### src/core/pcs_pkg.sv
// package of constants for the polling clock sequencer
// assumes one core clock at 25 MHz; no bus, all fields are ports
package pcs_pkg;
  // crystal division factors by division select pin level
  localparam int unsigned DIV_LOW   = 10;
  localparam int unsigned DIV_HIGH  = 14;
  localparam int unsigned DIV_W     = 4;
  // sleep length scale in basic clock periods
  localparam int unsigned SLEEP_UNIT = 1024;
  localparam int unsigned SLEEP_W    = 5;
  localparam logic [4:0]  SLEEP_PERM = 5'h1F;
  // sleep extension factors
  localparam logic [3:0]  XSLEEP_NORM = 4'h1;
  localparam logic [3:0]  XSLEEP_EXT  = 4'h8;
  // start-up length in extended clock periods
  localparam int unsigned STARTUP_XCLK = 16;
  // core clock period in ns
  localparam int unsigned CORE_CLK_NS = 40;
  // sequencer phases
  typedef enum logic [1:0] {PCS_SLEEP, PCS_STARTUP, PCS_CHECK, PCS_RECEIVE} pcs_state_t;
endpackage

### src/core/pcs_clk_div.sv
// basic and extended clock tick generator
// assumes crystal ticks arrive as a one-cycle pulse synchronous to core clock
`timescale 1ns/1ps
module pcs_clk_div (
  // clock and reset
  input  wire logic       core_clk_i,
  input  wire logic       rstn_i,
  // crystal tick and selects
  input  wire logic       xtal_tick_i,
  input  wire logic       div_sel_i,
  input  wire logic [1:0] baud_range_select_i,
  // ticks out
  output logic            basic_tick_o,
  output logic            ext_tick_o
);
  logic [pcs_pkg::DIV_W-1:0] div_cnt_r;
  logic [2:0]                xclk_cnt_r;
  wire  [pcs_pkg::DIV_W-1:0] div_last = div_sel_i ? pcs_pkg::DIV_W'(pcs_pkg::DIV_HIGH - 1)
                                                   : pcs_pkg::DIV_W'(pcs_pkg::DIV_LOW - 1);
  // extended period mask: 7,3,1,0 for ranges 0..3
  wire  [2:0]                xclk_last = 3'(3'h7 >> baud_range_select_i);
  wire                       basic_hit = xtal_tick_i && (div_cnt_r >= div_last);

  always_ff @(posedge core_clk_i) begin
    if (!rstn_i) begin
      div_cnt_r    <= '0;
      basic_tick_o <= 1'b0;
    end else begin
      basic_tick_o <= basic_hit;
      if (basic_hit) div_cnt_r <= '0;
      else if (xtal_tick_i) div_cnt_r <= div_cnt_r + 1'b1;
    end
  end

  always_ff @(posedge core_clk_i) begin
    if (!rstn_i) begin
      xclk_cnt_r <= '0;
      ext_tick_o <= 1'b0;
    end else begin
      ext_tick_o <= basic_hit && (xclk_cnt_r >= xclk_last);
      if (basic_hit) xclk_cnt_r <= (xclk_cnt_r >= xclk_last) ? 3'h0 : xclk_cnt_r + 1'b1;
    end
  end
endmodule

### src/core/pcs_top.sv
// polling sequencer: sleep, start-up and bit-check phases
// assumes bit-check logic outside reports pass and fail pulses; one clock
//
// Functional notes
// - The basic clock comes from the crystal divided by a factor chosen by the select pin.
// - The extended clock is 8, 4, 2 or 1 basic periods for baud ranges 0 to 3.
// - The basic clock times the sleep phase and, through the extended clock, the start-up phase.
// - In polling mode the sequencer loops sleep, start-up, bit check.
// - Start-up enables signal processing and lets it settle before the check.
// - A failed bit check returns to sleep when the check ends.
// - Transmitter signals are ignored in sleep and start-up.
// - Sleep length is the sleep field times the extension factor times 1024 basic periods.
// - The extension factor is 8 if sticky or temporary extension is set, else 1.
// - Sticky extension extends every sleep.
// - Temporary extension holds while checks pass and self-clears on the first failure.
// - The maximum sleep field value sleeps until another value is written.
// - Two baud bits select the range and scale the start-up length.
// - Check length follows the external pass or fail result in time.
`timescale 1ns/1ps
module pcs_top (
  // clock and reset
  input  wire logic       core_clk_i,
  input  wire logic       rstn_i,
  // clock inputs
  input  wire logic       xtal_tick_i,
  input  wire logic       div_sel_i,
  // operating mode register write port
  input  wire logic       operating_mode_register_wr_i,
  input  wire logic [4:0] sleep_field_i,
  input  wire logic       baud_range_bit_low_i,
  input  wire logic       baud_range_bit_high_i,
  input  wire logic       sticky_sleep_extension_i,
  input  wire logic       temporary_sleep_extension_i,
  // polling control and bit-check result
  input  wire logic       polling_en_i,
  input  wire logic       check_pass_i,
  input  wire logic       check_fail_i,
  input  wire logic       rx_data_i,
  // outputs
  output logic            basic_tick_o,
  output logic            ext_tick_o,
  output logic            proc_en_o,
  output logic            check_active_o,
  output logic            rx_data_o,
  output logic            receiving_o,
  output logic            perm_sleep_o,
  output logic            temp_ext_o,
  output logic [1:0]      phase_o
);
  pcs_pkg::pcs_state_t state_r;
  pcs_pkg::pcs_state_t state_nxt;
  logic [4:0]  sleep_field_r;
  logic [1:0]  baud_r;
  logic        sticky_r;
  logic        temp_r;
  logic [17:0] cnt_r;
  logic        basic_tick;
  logic        ext_tick;

  // tick generator
  pcs_clk_div u_div (
    .core_clk_i          (core_clk_i),
    .rstn_i              (rstn_i),
    .xtal_tick_i         (xtal_tick_i),
    .div_sel_i           (div_sel_i),
    .baud_range_select_i (baud_r),
    .basic_tick_o        (basic_tick),
    .ext_tick_o          (ext_tick)
  );

  wire        extend     = sticky_r || temp_r;
  wire [3:0]  xsleep     = extend ? pcs_pkg::XSLEEP_EXT : pcs_pkg::XSLEEP_NORM;
  wire [17:0] sleep_len  = 18'(sleep_field_r * xsleep * 18'(pcs_pkg::SLEEP_UNIT));
  wire        perm_sleep = (sleep_field_r == pcs_pkg::SLEEP_PERM);
  wire        sleep_done = !perm_sleep && basic_tick && (cnt_r + 18'h1 >= sleep_len);
  // start-up counted on the extended clock
  wire        start_done = ext_tick && (cnt_r + 18'h1 >= 18'(pcs_pkg::STARTUP_XCLK));
  wire        leave_sleep = (state_r == pcs_pkg::PCS_SLEEP) && (sleep_done || (sleep_len == 18'h0 && !perm_sleep));

  // operating mode register
  always_ff @(posedge core_clk_i) begin
    if (!rstn_i) begin
      sleep_field_r <= 5'h00;
      baud_r        <= 2'h0;
      sticky_r      <= 1'b0;
    end else if (operating_mode_register_wr_i) begin
      sleep_field_r <= sleep_field_i;
      baud_r        <= {baud_range_bit_high_i, baud_range_bit_low_i};
      sticky_r      <= sticky_sleep_extension_i;
    end
  end

  always_ff @(posedge core_clk_i) begin
    if (!rstn_i) temp_r <= 1'b0;
    else if (operating_mode_register_wr_i) temp_r <= temporary_sleep_extension_i;
    else if (state_r == pcs_pkg::PCS_CHECK && check_fail_i) temp_r <= 1'b0;
  end

  always_comb begin
    state_nxt = state_r;
    unique case (state_r)
      pcs_pkg::PCS_SLEEP:   if (leave_sleep) state_nxt = pcs_pkg::PCS_STARTUP;
      pcs_pkg::PCS_STARTUP: if (start_done) state_nxt = pcs_pkg::PCS_CHECK;
      pcs_pkg::PCS_CHECK: begin
        if (check_fail_i) state_nxt = pcs_pkg::PCS_SLEEP;
        else if (check_pass_i) state_nxt = pcs_pkg::PCS_RECEIVE;
      end
      pcs_pkg::PCS_RECEIVE: state_nxt = pcs_pkg::PCS_RECEIVE;
    endcase
    if (!polling_en_i) state_nxt = pcs_pkg::PCS_SLEEP;
  end

  // state and phase counter
  always_ff @(posedge core_clk_i) begin
    if (!rstn_i) begin
      state_r <= pcs_pkg::PCS_SLEEP;
      cnt_r   <= 18'h0;
    end else begin
      state_r <= state_nxt;
      if (state_nxt != state_r || operating_mode_register_wr_i) cnt_r <= 18'h0;
      else if ((state_r == pcs_pkg::PCS_SLEEP && basic_tick) ||
               (state_r == pcs_pkg::PCS_STARTUP && ext_tick)) cnt_r <= cnt_r + 18'h1;
    end
  end

  always_ff @(posedge core_clk_i) begin
    if (!rstn_i) begin
      basic_tick_o   <= 1'b0;
      ext_tick_o     <= 1'b0;
      proc_en_o      <= 1'b0;
      check_active_o <= 1'b0;
      rx_data_o      <= 1'b0;
      receiving_o    <= 1'b0;
      perm_sleep_o   <= 1'b0;
      temp_ext_o     <= 1'b0;
      phase_o        <= 2'h0;
    end else begin
      basic_tick_o   <= basic_tick;
      ext_tick_o     <= ext_tick;
      proc_en_o      <= state_nxt != pcs_pkg::PCS_SLEEP;
      check_active_o <= state_nxt == pcs_pkg::PCS_CHECK;
      rx_data_o      <= (state_nxt == pcs_pkg::PCS_CHECK || state_nxt == pcs_pkg::PCS_RECEIVE) && rx_data_i;
      receiving_o    <= state_nxt == pcs_pkg::PCS_RECEIVE;
      perm_sleep_o   <= perm_sleep;
      temp_ext_o     <= temp_r;
      phase_o        <= state_nxt;
    end
  end
endmodule

### config.mk
export PLATFORM = sky130hd
export DESIGN_NAME = pcs_top
export DESIGN_NICKNAME = d
export VERILOG_FILES = /design/src/core/pcs_pkg.sv /design/src/core/pcs_clk_div.sv /design/src/core/pcs_top.sv
export SDC_FILE = /design/constraint.sdc
export NUM_CORES = 1
export LEC_CHECK = 0
export ABC_AREA = 0
export ABC_CLOCK_PERIOD_IN_PS = 6400
export BUFFER_PORTS_ARGS = -buffer_cell sky130_fd_sc_hd__buf_2
export CAP_MARGIN = 30
export CORE_MARGIN = 5
export CORE_UTILIZATION = 30
export CTS_BUF_LIST = sky130_fd_sc_hd__clkbuf_4 sky130_fd_sc_hd__clkbuf_8 sky130_fd_sc_hd__clkbuf_16
export CTS_CLUSTER_DIAMETER = 200
export CTS_CLUSTER_SIZE = 12
export DETAILED_ROUTE_END_ITERATION = 8
export PLACE_DENSITY = 0.5
export SLEW_MARGIN = 10
export SYNTH_ARGS = -nofsm -noshare
export SYNTH_HDL_FRONTEND = slang
export SYNTH_SLANG_ARGS = --single-unit
### constraint.sdc
create_clock -name core_clk_i -period 6.4 [get_ports core_clk_i]
set_input_delay 0.96 -clock core_clk_i [delete_from_list [all_inputs] [get_ports core_clk_i]]
set_output_delay 0.96 -clock core_clk_i [all_outputs]
set_load 0.005 [all_outputs]
==> impl_metrics.tcl, run 1 <==
set metrics [dict create \
    crit_chain "ha_1 -> and4_1 -> nand4_1 -> nor2_1 -> xor2_1 -> ha_1 -> nor2b_1 -> o21ai_0 -> a31oi_1 -> o31ai_1 -> a2bb2oi_4 -> a211oi_1" \
    clk_pin_slew_worst_paths_ns 0.09 \
    vdd_drop_max_uv 87.7 \
    synth_enable_flop_cells 0 \
    min_period_ns 3.48 \
    synth_cells 335 \
    synthArstFlopShare 0 \
    clockBufferDepth 2 \
    io_buffers 27 \
    max_freq_mhz 287 \
    post-route-period-util 0.544 \
    seq_area_frac_synth 0.331 \
    cpMostUsedCell "ha_1" \
    tritoncts "yes" \
    num_vias 2359 \
    slew_violations 0 \
    cts_resized 0 \
    numClockSinks 46 \
    setup_violations 0 \
    path_buf_inv 0 \
    grt_pass1_vias 2319 \
    finalSetupTns_ns 0 \
    fin_skew_ns 0.00933 \
    regArea_um2 921 \
    syn-mean-instance-area_um2 8.31 \
    multi_input_comb_area_mm2 0.00174 \
    grt_first_pass_wirelength_um 11100 \
    cts_buffers 5 \
    initial_core_util 0.304 \
    rsz0062_at_grt "false" \
    cp.required_ns 6.61 \
    final_common_cell "nor2_1" \
    post-route-drc-count 0 \
    grt_max_degree 19 \
    relSlewSlack 0.339 \
    nNetsFinal 393 \
    grt_util_all_layers 0.121 \
    dominantRegCellSynth "dfxtp_1" \
    p_per_area_mw_per_mm2 185 \
    place_hpwl_um 4910 \
    crit_path_top_delay_cell "o31ai_1" \
    ys_warn_count 0 \
    setup.worst_path.class "reg -> reg" \
    gp_congestion 0.859 \
    synth.distinct_cells 53 \
    ys_ff_latch 46 \
    dieWidth_um 106 \
    ant_nets 0 \
    die_h_um 106 \
    dieArea_mm2 0.0113 \
    setup.worst_path.start_class "flip-flop" \
    diodes 0 \
    post_cts_buffers 0 \
    path_delay_family "compound AO/OA/AOI/OAI gates" \
    syn_area_mm2 0.00278 \
    crit_fanout 18 \
    final_cell_mix "55 x nor2_1, 46 x dfxtp_1, 33 x nand2_1" \
    drt_iter0_markers 86 \
    outcome "finished, final reports clean" \
    critPathMaxStageDelay_ns 0.49 \
    crit_arrival_ns 3.69 \
    row_count 35 \
    boundaryPins 28 \
    worstMarginPinSlew_ns 0.966 \
    hold_path_class "reg -> reg" \
    wl_um 6390 \
    drive_gt1_frac 0.124 \
    core_mm2 0.00915 \
    fillers 973 \
    cap_violations 0 \
    leakagePower_nw 1.28 \
    hold_violations 0 \
    area_growth_pct 11.6 \
    root_buffer "clkbuf_8" \
    end_kind "flip-flop" \
    firstDrtPassIters 4 \
    h-tree-depth 2 \
    p_total_mw 0.575 \
    viasPerCell 5.05 \
    antenna_found_initial 0 \
    wl_per_cell_um 13.7 \
    clkLatencyLatePin_ns 0.30 \
    gr-total-overflow 0 \
    postCtsHoldBufs 0 \
]
[Yosys cell counts (2+ instances only)]
cell type  instances  share of area
ha_1              19          0.085
nor2_1            55          0.074
nand2b_1           3         0.0067
inv_1             13          0.018
a31oi_1            2         0.0045
a21o_1             4          0.011
and2_1             9          0.020
o211ai_1           2         0.0054
nand3_1            9          0.016
or2_2              3         0.0067
xor2_1            13          0.041
o31ai_1            2         0.0054
a21oi_1            8          0.014
a211oi_1           3         0.0081
or4_1              2         0.0054
buf_4              3         0.0081
nor2b_1            3         0.0067
nand2_1           33          0.044
nor3_1             6          0.011
and4_1             8          0.025
xnor2_1           16          0.050
nand4b_1           2         0.0063
clkbuf_1          10          0.013
a41oi_1            2         0.0063
dfxtp_1           46           0.33
and3_1             3         0.0067
nand4_1           10          0.022
buf_2              2         0.0036
conb_1             2         0.0027
o21ai_0            9          0.016
mux2i_1           11          0.040
[layout make-up]
class	count	share of cell area
Clock buffer	5	0.0221
Clock inverter	3	0.0153
Timing Repair Buffer	28	0.0471
Inverter	13	0.0157
Tap cell	111	0.0447
Multi-Input combinational cell	261	0.559
Sequential cell	46	0.296
[power breakdown]
group / leakage [nW] / internal, mW / total, mW / switching (mW)
Combinational: 0.843 / 0.0236 / 0.0511 / 0.0276
Sequential: 0.373 / 0.292 / 0.299 / 0.00698
Clock: 0.0591 / 0.119 / 0.225 / 0.106
[worst reg2reg max path, delay by kind of cell, from the launching register on]
kind	cells	cell delay [ns]
DFF	1	0.48
xor gates and xnor gates	1	0.17
AOI/OAI and AO/OA	5	1.32
and+or+nand+nor	4	0.91
adders and majority gates	2	0.52
[through the flow]
step           hold WS [ns]  utilization  cells  area [um^2]  worst slack [ns]
5_1_grt               0.537        0.340    467         3110              2.62
2_1_floorplan         0.445            -    336         2790              3.46
3_5_place_dp          0.468        0.327    459         2990              2.98
3_3_place_gp          0.459        0.326    458         2980              3.04
6_report              0.485        0.340    467         3110              2.92
4_1_cts               0.486        0.340    467         3110              2.95
[kinds of logic after synthesis]
family                     share of synthesized area
other                                        0.00270
AOI/OAI and AO/OA                              0.124
muxes                                         0.0436
buffers and inverters                         0.0467
and+or+nand+nor                                0.268
DFF                                            0.331
xor gates and xnor gates                      0.0912
adders and majority gates                     0.0926
[worst paths after layout]
path                            startpoint   endpoint  slack, ns  depth (start not counted)
worst max-delay path              cnt_r[0]  cnt_r[16]       2.92                         12
worst min-delay path             cnt_r[17]  cnt_r[17]       0.49                          2
worst max register to register    cnt_r[0]  cnt_r[16]       2.92                         12
worst min register to register   cnt_r[17]  cnt_r[17]       0.49                          2
[per-layer routing]
metal	track usage	wire length, um	up-vias
met2	0.205	3030	42
met3	0.0194	219	6
met1	0.156	3050	1108
met5	0	0	-
met4	0.0398	83	0
li1	-	-	1203
[flip-flops by register name, indices dropped and copies added, names as in the netlist, 2 cells and up]
name and cells:
u_div.div_cnt_r 4, u_div.xclk_cnt_r 3, baud_r 2, cnt_r 18, phase_o 2, sleep_field_r 5
Power figures use the tool's default switching activity.
==> inputs of run 2 (changes only) <==
--- a/config.mk
+++ b/config.mk
@@ -6,7 +6,7 @@
 export NUM_CORES = 1
 export LEC_CHECK = 0
 export ABC_AREA = 0
-export ABC_CLOCK_PERIOD_IN_PS = 6400
+export ABC_CLOCK_PERIOD_IN_PS = 3450
 export BUFFER_PORTS_ARGS = -buffer_cell sky130_fd_sc_hd__buf_2
 export CAP_MARGIN = 30
 export CORE_MARGIN = 5
==> constraint.sdc (replaced) <==
create_clock -name core_clk_i -period 3.45 [get_ports core_clk_i]
set_input_delay 0.5175 -clock core_clk_i [delete_from_list [all_inputs] [get_ports core_clk_i]]
set_output_delay 0.5175 -clock core_clk_i [all_outputs]
set_load 0.005 [all_outputs]
==> run 2 against run 1 <==
Register-to-register slack got worse by 2.6 ns. Global-route usage decreased by 0.43 points. Design area increased by 3.2%. Clock power increased by 120%. Via count decreased by 1.3%. Total power increased by 99%. Die area unchanged. Critical path type unchanged. Largest power group unchanged. Highest routed layer unchanged. Largest cell class unchanged. Sequential power increased by 85%. Wire length decreased by 0.25%. Sequential cell count unchanged. Critical path depth increased by 3. Cell count increased by 1.7%.
==> impl_metrics.tcl, run 2 (same netlist as run 1, synthesis figures left out) <==
set metrics [dict create \
    p_int_mw 0.899 \
    die_h_um 106 \
    final_cell_mix "55 x nor2_1, 43 x dfxtp_1, 33 x nand2_1" \
    cap_violations 0 \
    diodes 0 \
    p_seq_frac 0.485 \
    antenna_found_initial 0 \
    place_hpwl_um 4900 \
    dp.cells 467 \
    postCtsHoldBufs 0 \
    crit_fanout 18 \
    boundaryPins 28 \
    hold_violations 0 \
    root_buffer "clkbuf_8" \
    ant_nets 0 \
    reg2reg_from "cnt_r[0]" \
    drive_gt1_frac 0.151 \
    crit_arrival_ns 3.27 \
    swShare 0.213 \
    post_cts_buffers 0 \
    viasPerCell 4.90 \
    path_buf_inv 2 \
    initial_core_util 0.304 \
    grt_first_pass_wirelength_um 10800 \
    vdd_drop_max_uv 144 \
    setup.worst_path.start_class "flip-flop" \
    end_kind "flip-flop" \
    stdcell_count 475 \
    clkLatencyLatePin_ns 0.29 \
    cpMostUsedCell "nand4_1" \
    cts_buffers 5 \
    crit_path_top_delay_cell "dfxtp_2" \
    relSlewSlack 0.425 \
    path_delay_family "simple AND/OR/NAND/NOR gates" \
    slew_violations 0 \
    rsz0062_at_grt "false" \
    critPathMaxStageDelay_ns 0.40 \
    row_count 35 \
    dieWidth_um 106 \
    area_growth_pct 15.2 \
    crit_path_start "cnt_r[0]" \
    clkPwrFrac 0.427 \
    max_freq_mhz 322 \
    gp_congestion 0.860 \
    io_buffers 27 \
    cts_resized 0 \
    min_from "rx_data_i" \
    gr-total-overflow 0 \
    core_mm2 0.00915 \
    top_regs "cnt_r: 18 flops, sleep_field_r: 5 flops, u_div.div_cnt_r: 4 flops" \
    largest_reg_flops 18 \
    top_register "cnt_r" \
    crit_chain "ha_1 -> and4_1 -> nand4_1 -> nor2_1 -> xor2_1 -> ha_1 -> nand4_1 -> nor4_1 -> nand4_1 -> a211oi_1 -> o31ai_1 -> buf_4 -> a2bb2oi_4 -> buf_12 -> a211oi_1" \
    hold_path_class "in -> reg" \
    h-tree-depth 2 \
    outcome "finished, final reports clean" \
    grt_max_degree 19 \
    wl_per_cell_um 13.4 \
    post-route-drc-count 0 \
    p_per_area_mw_per_mm2 356 \
    min_period_ns 3.10 \
    grt_util_all_layers 0.117 \
    worstMarginPinSlew_ns 0.841 \
    firstDrtPassIters 4 \
    cp.required_ns 3.62 \
    combinationalPowerShare 0.088 \
    final_common_cell "nor2_1" \
    grt_pass1_vias 2297 \
    numClockSinks 46 \
    power_switching_mw 0.244 \
    setup.worst_path.class "reg -> reg" \
    clockBufferDepth 2 \
    dieArea_mm2 0.0113 \
    wl_um 6370 \
    tritoncts "yes" \
    setup_violations 0 \
    post-route-period-util 0.899 \
    r2r_slack_ns 0.35 \
    fin_skew_ns 0.0116 \
    leakagePower_nw 1.33 \
    finalSetupTns_ns 0 \
    clk_pin_slew_worst_paths_ns 0.09 \
    drt_iter0_markers 131 \
    num_vias 2329 \
    nNetsFinal 401 \
]
## run 2: area by class of cell
cell class,instances,area [um^2]
clock buffer,6,82.6
inverter,13,48.8
clock inverter,2,60.1
timing repair buffer,36,215
fill,947,5950
sequential,46,925
multi-input combinational,261,1740
tap,111,139
## run 2: power by group through the flow
stage               clock, mW  combinational (mW)  sequential (mW)
global route            0.535               0.115            0.556
CTS                     0.510               0.103            0.554
detailed placement          0               0.102            0.567
global placement            0               0.101            0.567
finish                  0.488               0.101            0.554
floorplan                   0              0.0697            0.562
## run 2: path summary, 6_finish.rpt
path	endpoint	depth (start not counted)
worst max-delay path	cnt_r[16]	15
worst min-delay path	rx_data_o	2
worst max register to register	cnt_r[16]	15
worst min register to register	cnt_r[17]	2
## run 2: stage by stage
step | util | area (um^2) | hold WS [ns] | power, mW | setup WS [ns]
after floorplan | - | 2790 | 0.445 | 0.631 | 0.513
after global placement | 0.334 | 3060 | 0.458 | 0.667 | 0.311
after detailed placement | 0.334 | 3060 | 0.465 | 0.669 | 0.249
after CTS | 0.350 | 3200 | 0.424 | 1.17 | 0.220
after global routing | 0.350 | 3210 | 0.433 | 1.21 | 0.0196
final | 0.350 | 3210 | 0.436 | 1.14 | 0.347
## run 2: routing by layer
layer	vias to the layer above	global-route usage	part of all wire
li1	1215	-	-
met1	1056	0.157	0.49
met2	50	0.187	0.46
met3	8	0.0206	0.032
met4	0	0.0416	0.017
met5	-	0	0
## run 2: worst register-to-register path, delay by kind of cell (launching register included)
| kind | cells | cell delay [ns] |
|---|---|---|
| and+or+nand+nor | 6 | 1.16 |
| DFF | 1 | 0.40 |
| AOI/OAI and AO/OA | 4 | 0.49 |
| buffers and inverters | 2 | 0.31 |
| adders and majority gates | 2 | 0.54 |
| xor gates and xnor gates | 1 | 0.10 |
==> inputs of run 3 (changes only) <==
--- a/config.mk
+++ b/config.mk
@@ -9,6 +9,7 @@
 export ABC_CLOCK_PERIOD_IN_PS = 3450
 export BUFFER_PORTS_ARGS = -buffer_cell sky130_fd_sc_hd__buf_2
 export CAP_MARGIN = 30
+export CORE_ASPECT_RATIO = 0.6
 export CORE_MARGIN = 5
 export CORE_UTILIZATION = 30
 export CTS_BUF_LIST = sky130_fd_sc_hd__clkbuf_4 sky130_fd_sc_hd__clkbuf_8 sky130_fd_sc_hd__clkbuf_16
==> constraint.sdc (replaced) <==
create_clock -name core_clk_i -period 3.45 [get_ports core_clk_i]
set_input_delay 0.69 -clock core_clk_i [delete_from_list [all_inputs] [get_ports core_clk_i]]
set_output_delay 0.69 -clock core_clk_i [all_outputs]
set_load 0.005 [all_outputs]
==> run 3 against run 2 <==
Die area grew 0.57%. Cell count grew 3.6%. Global-route usage grew 0.72 points. Maximum frequency shrank 2.3%. Sequential power is essentially flat. Register-to-register slack lost 0.07 ns. Critical path type unchanged.
==> impl_metrics.tcl, run 3 (same netlist as run 1, synthesis figures left out) <==
set metrics [dict create \
    outcome "finished, final reports clean" \
    finalSetupTns_ns 0 \
    gr-total-overflow 0 \
    io_buffers 27 \
    hold_violations 0 \
    die_h_um 84.6 \
    post-route-drc-count 0 \
    relSlewSlack 0.437 \
    postCtsHoldBufs 0 \
    post-route-period-util 0.920 \
    cap_violations 0 \
    place_hpwl_um 5320 \
    cts_buffers 5 \
    tritoncts "yes" \
    dieArea_mm2 0.0114 \
    crit_path_start "cnt_r[0]" \
    top_register "cnt_r" \
    row_count 27 \
    slew_violations 0 \
    grt_first_pass_wirelength_um 11300 \
    num_vias 2411 \
    drt_iter0_markers 196 \
    initial_core_util 0.305 \
    drive_gt1_frac 0.181 \
    core_mm2 0.00912 \
    final_cell_mix "54 x nor2_1, 44 x dfxtp_1, 33 x nand2_1" \
    min_period_ns 3.17 \
    hold_path_class "reg -> reg" \
    p_per_area_mw_per_mm2 347 \
    worstMarginPinSlew_ns 0.823 \
    setup.worst_path.class "reg -> reg" \
    top_regs "cnt_r: 18 flops, sleep_field_r: 5 flops, u_div.div_cnt_r: 4 flops" \
    min_from "cnt_r[17]" \
    final_common_cell "nor2_1" \
    crit_path_top_delay_cell "dfxtp_2" \
    reg2reg_from "cnt_r[0]" \
    setup_violations 0 \
    fin_hold_ws_ns 0.482 \
    clkLatencyLatePin_ns 0.29 \
    root_buffer "clkbuf_16" \
    h-tree-depth 2 \
    dieWidth_um 134 \
    nNetsFinal 413 \
    rsz0062_at_grt "false" \
    clk_pin_slew_worst_paths_ns 0.07 \
    viasPerCell 4.90 \
    fillers 964 \
    area_growth_pct 19.1 \
    max_freq_mhz 315 \
    gp_congestion 0.922 \
    wl_um 6730 \
    cpMostUsedCell "nand4_1" \
    grt_util_all_layers 0.124 \
    cp.required_ns 3.62 \
    antenna_found_initial 0 \
    firstDrtPassIters 4 \
    ant_nets 0 \
    diodes 0 \
    wl_per_cell_um 13.7 \
    grt_max_degree 19 \
    crit_chain "ha_1 -> and4_1 -> nand4_1 -> nor2_2 -> xor2_1 -> ha_1 -> nand4_1 -> nor4_1 -> nand4_1 -> a211oi_1 -> o31ai_1 -> buf_4 -> a2bb2oi_4 -> buf_12 -> a211oi_1" \
    crit_arrival_ns 3.34 \
    setup.worst_path.start_class "flip-flop" \
    crit_fanout 18 \
    numClockSinks 46 \
    end_kind "flip-flop" \
    grt_pass1_vias 2213 \
    leakagePower_nw 1.39 \
    largest_reg_flops 18 \
    fin_skew_ns 0.00418 \
    boundaryPins 28 \
    vdd_drop_max_uv 187 \
    clockBufferDepth 2 \
    critPathMaxStageDelay_ns 0.39 \
]
==> run 3: metal layers <==
metal / GRT usage / up-vias / wire length [um]
met5: 0 / - / 0
met4: 0.0323 / 0 / 72
met3: 0.0365 / 7 / 437
met2: 0.155 / 61 / 2450
met1: 0.197 / 1091 / 3760
li1: - / 1252 / -
==> run 3: critical path: cells and delay by family, from the launching register on <==
family	cells	cell delay, ns
AOI/OAI and AO/OA	4	0.47
DFF	1	0.39
adders and majority gates	2	0.55
xor gates and xnor gates	1	0.09
buffers and inverters	2	0.32
and+or+nand+nor	6	1.23
==> run 3: metrics by stage <==
| step | utilization | area [um^2] | setup WS [ns] | cells | total power [mW] |
|---|---|---|---|---|---|
| 2_1_floorplan | - | 2790 | 0.513 | 336 | 0.631 |
| 3_3_place_gp | 0.344 | 3140 | 0.130 | 483 | 0.665 |
| 3_5_place_dp | 0.344 | 3140 | 0.0573 | 483 | 0.665 |
| 4_1_cts | 0.360 | 3290 | 0.0488 | 491 | 1.17 |
| 5_1_grt | 0.364 | 3320 | 0.0101 | 492 | 1.21 |
| 6_report | 0.364 | 3320 | 0.275 | 492 | 1.15 |
==> run 3: report_power, final <==
group          internal [mW]  switching [mW]  total [mW]  leakage [nW]
combinational         0.0507          0.0527       0.103         0.950
sequential             0.541          0.0134       0.555         0.374
clock                  0.272           0.219       0.491        0.0704
total                  0.864           0.285        1.15          1.39
==> run 3: path summary, 6_finish.rpt <==
check,end,slack [ns],depth (start not counted)
worst max-delay path,cnt_r[16],0.28,15
worst min-delay path,cnt_r[17],0.48,2
worst max register to register,cnt_r[16],0.28,15
worst min register to register,cnt_r[17],0.48,2
==> run 3: final cells by class <==
class                   instances  area, um^2  area share
multi-input cells             261        1740       0.526
flip-flops and latches         46         923       0.278
clock inverters                 3        25.0     0.00755
inverters                      13        48.8      0.0147
well taps                     116         145      0.0438
clock buffers                   5         125      0.0377
repair buffers                 48         305      0.0921
==> run 3: what timing repair did <==
action / 4_1_cts / 5_1_grt
buffers inserted: 0 / 1
setup endpoints to repair: 0 / 22
gates resized for setup: 0 / 4
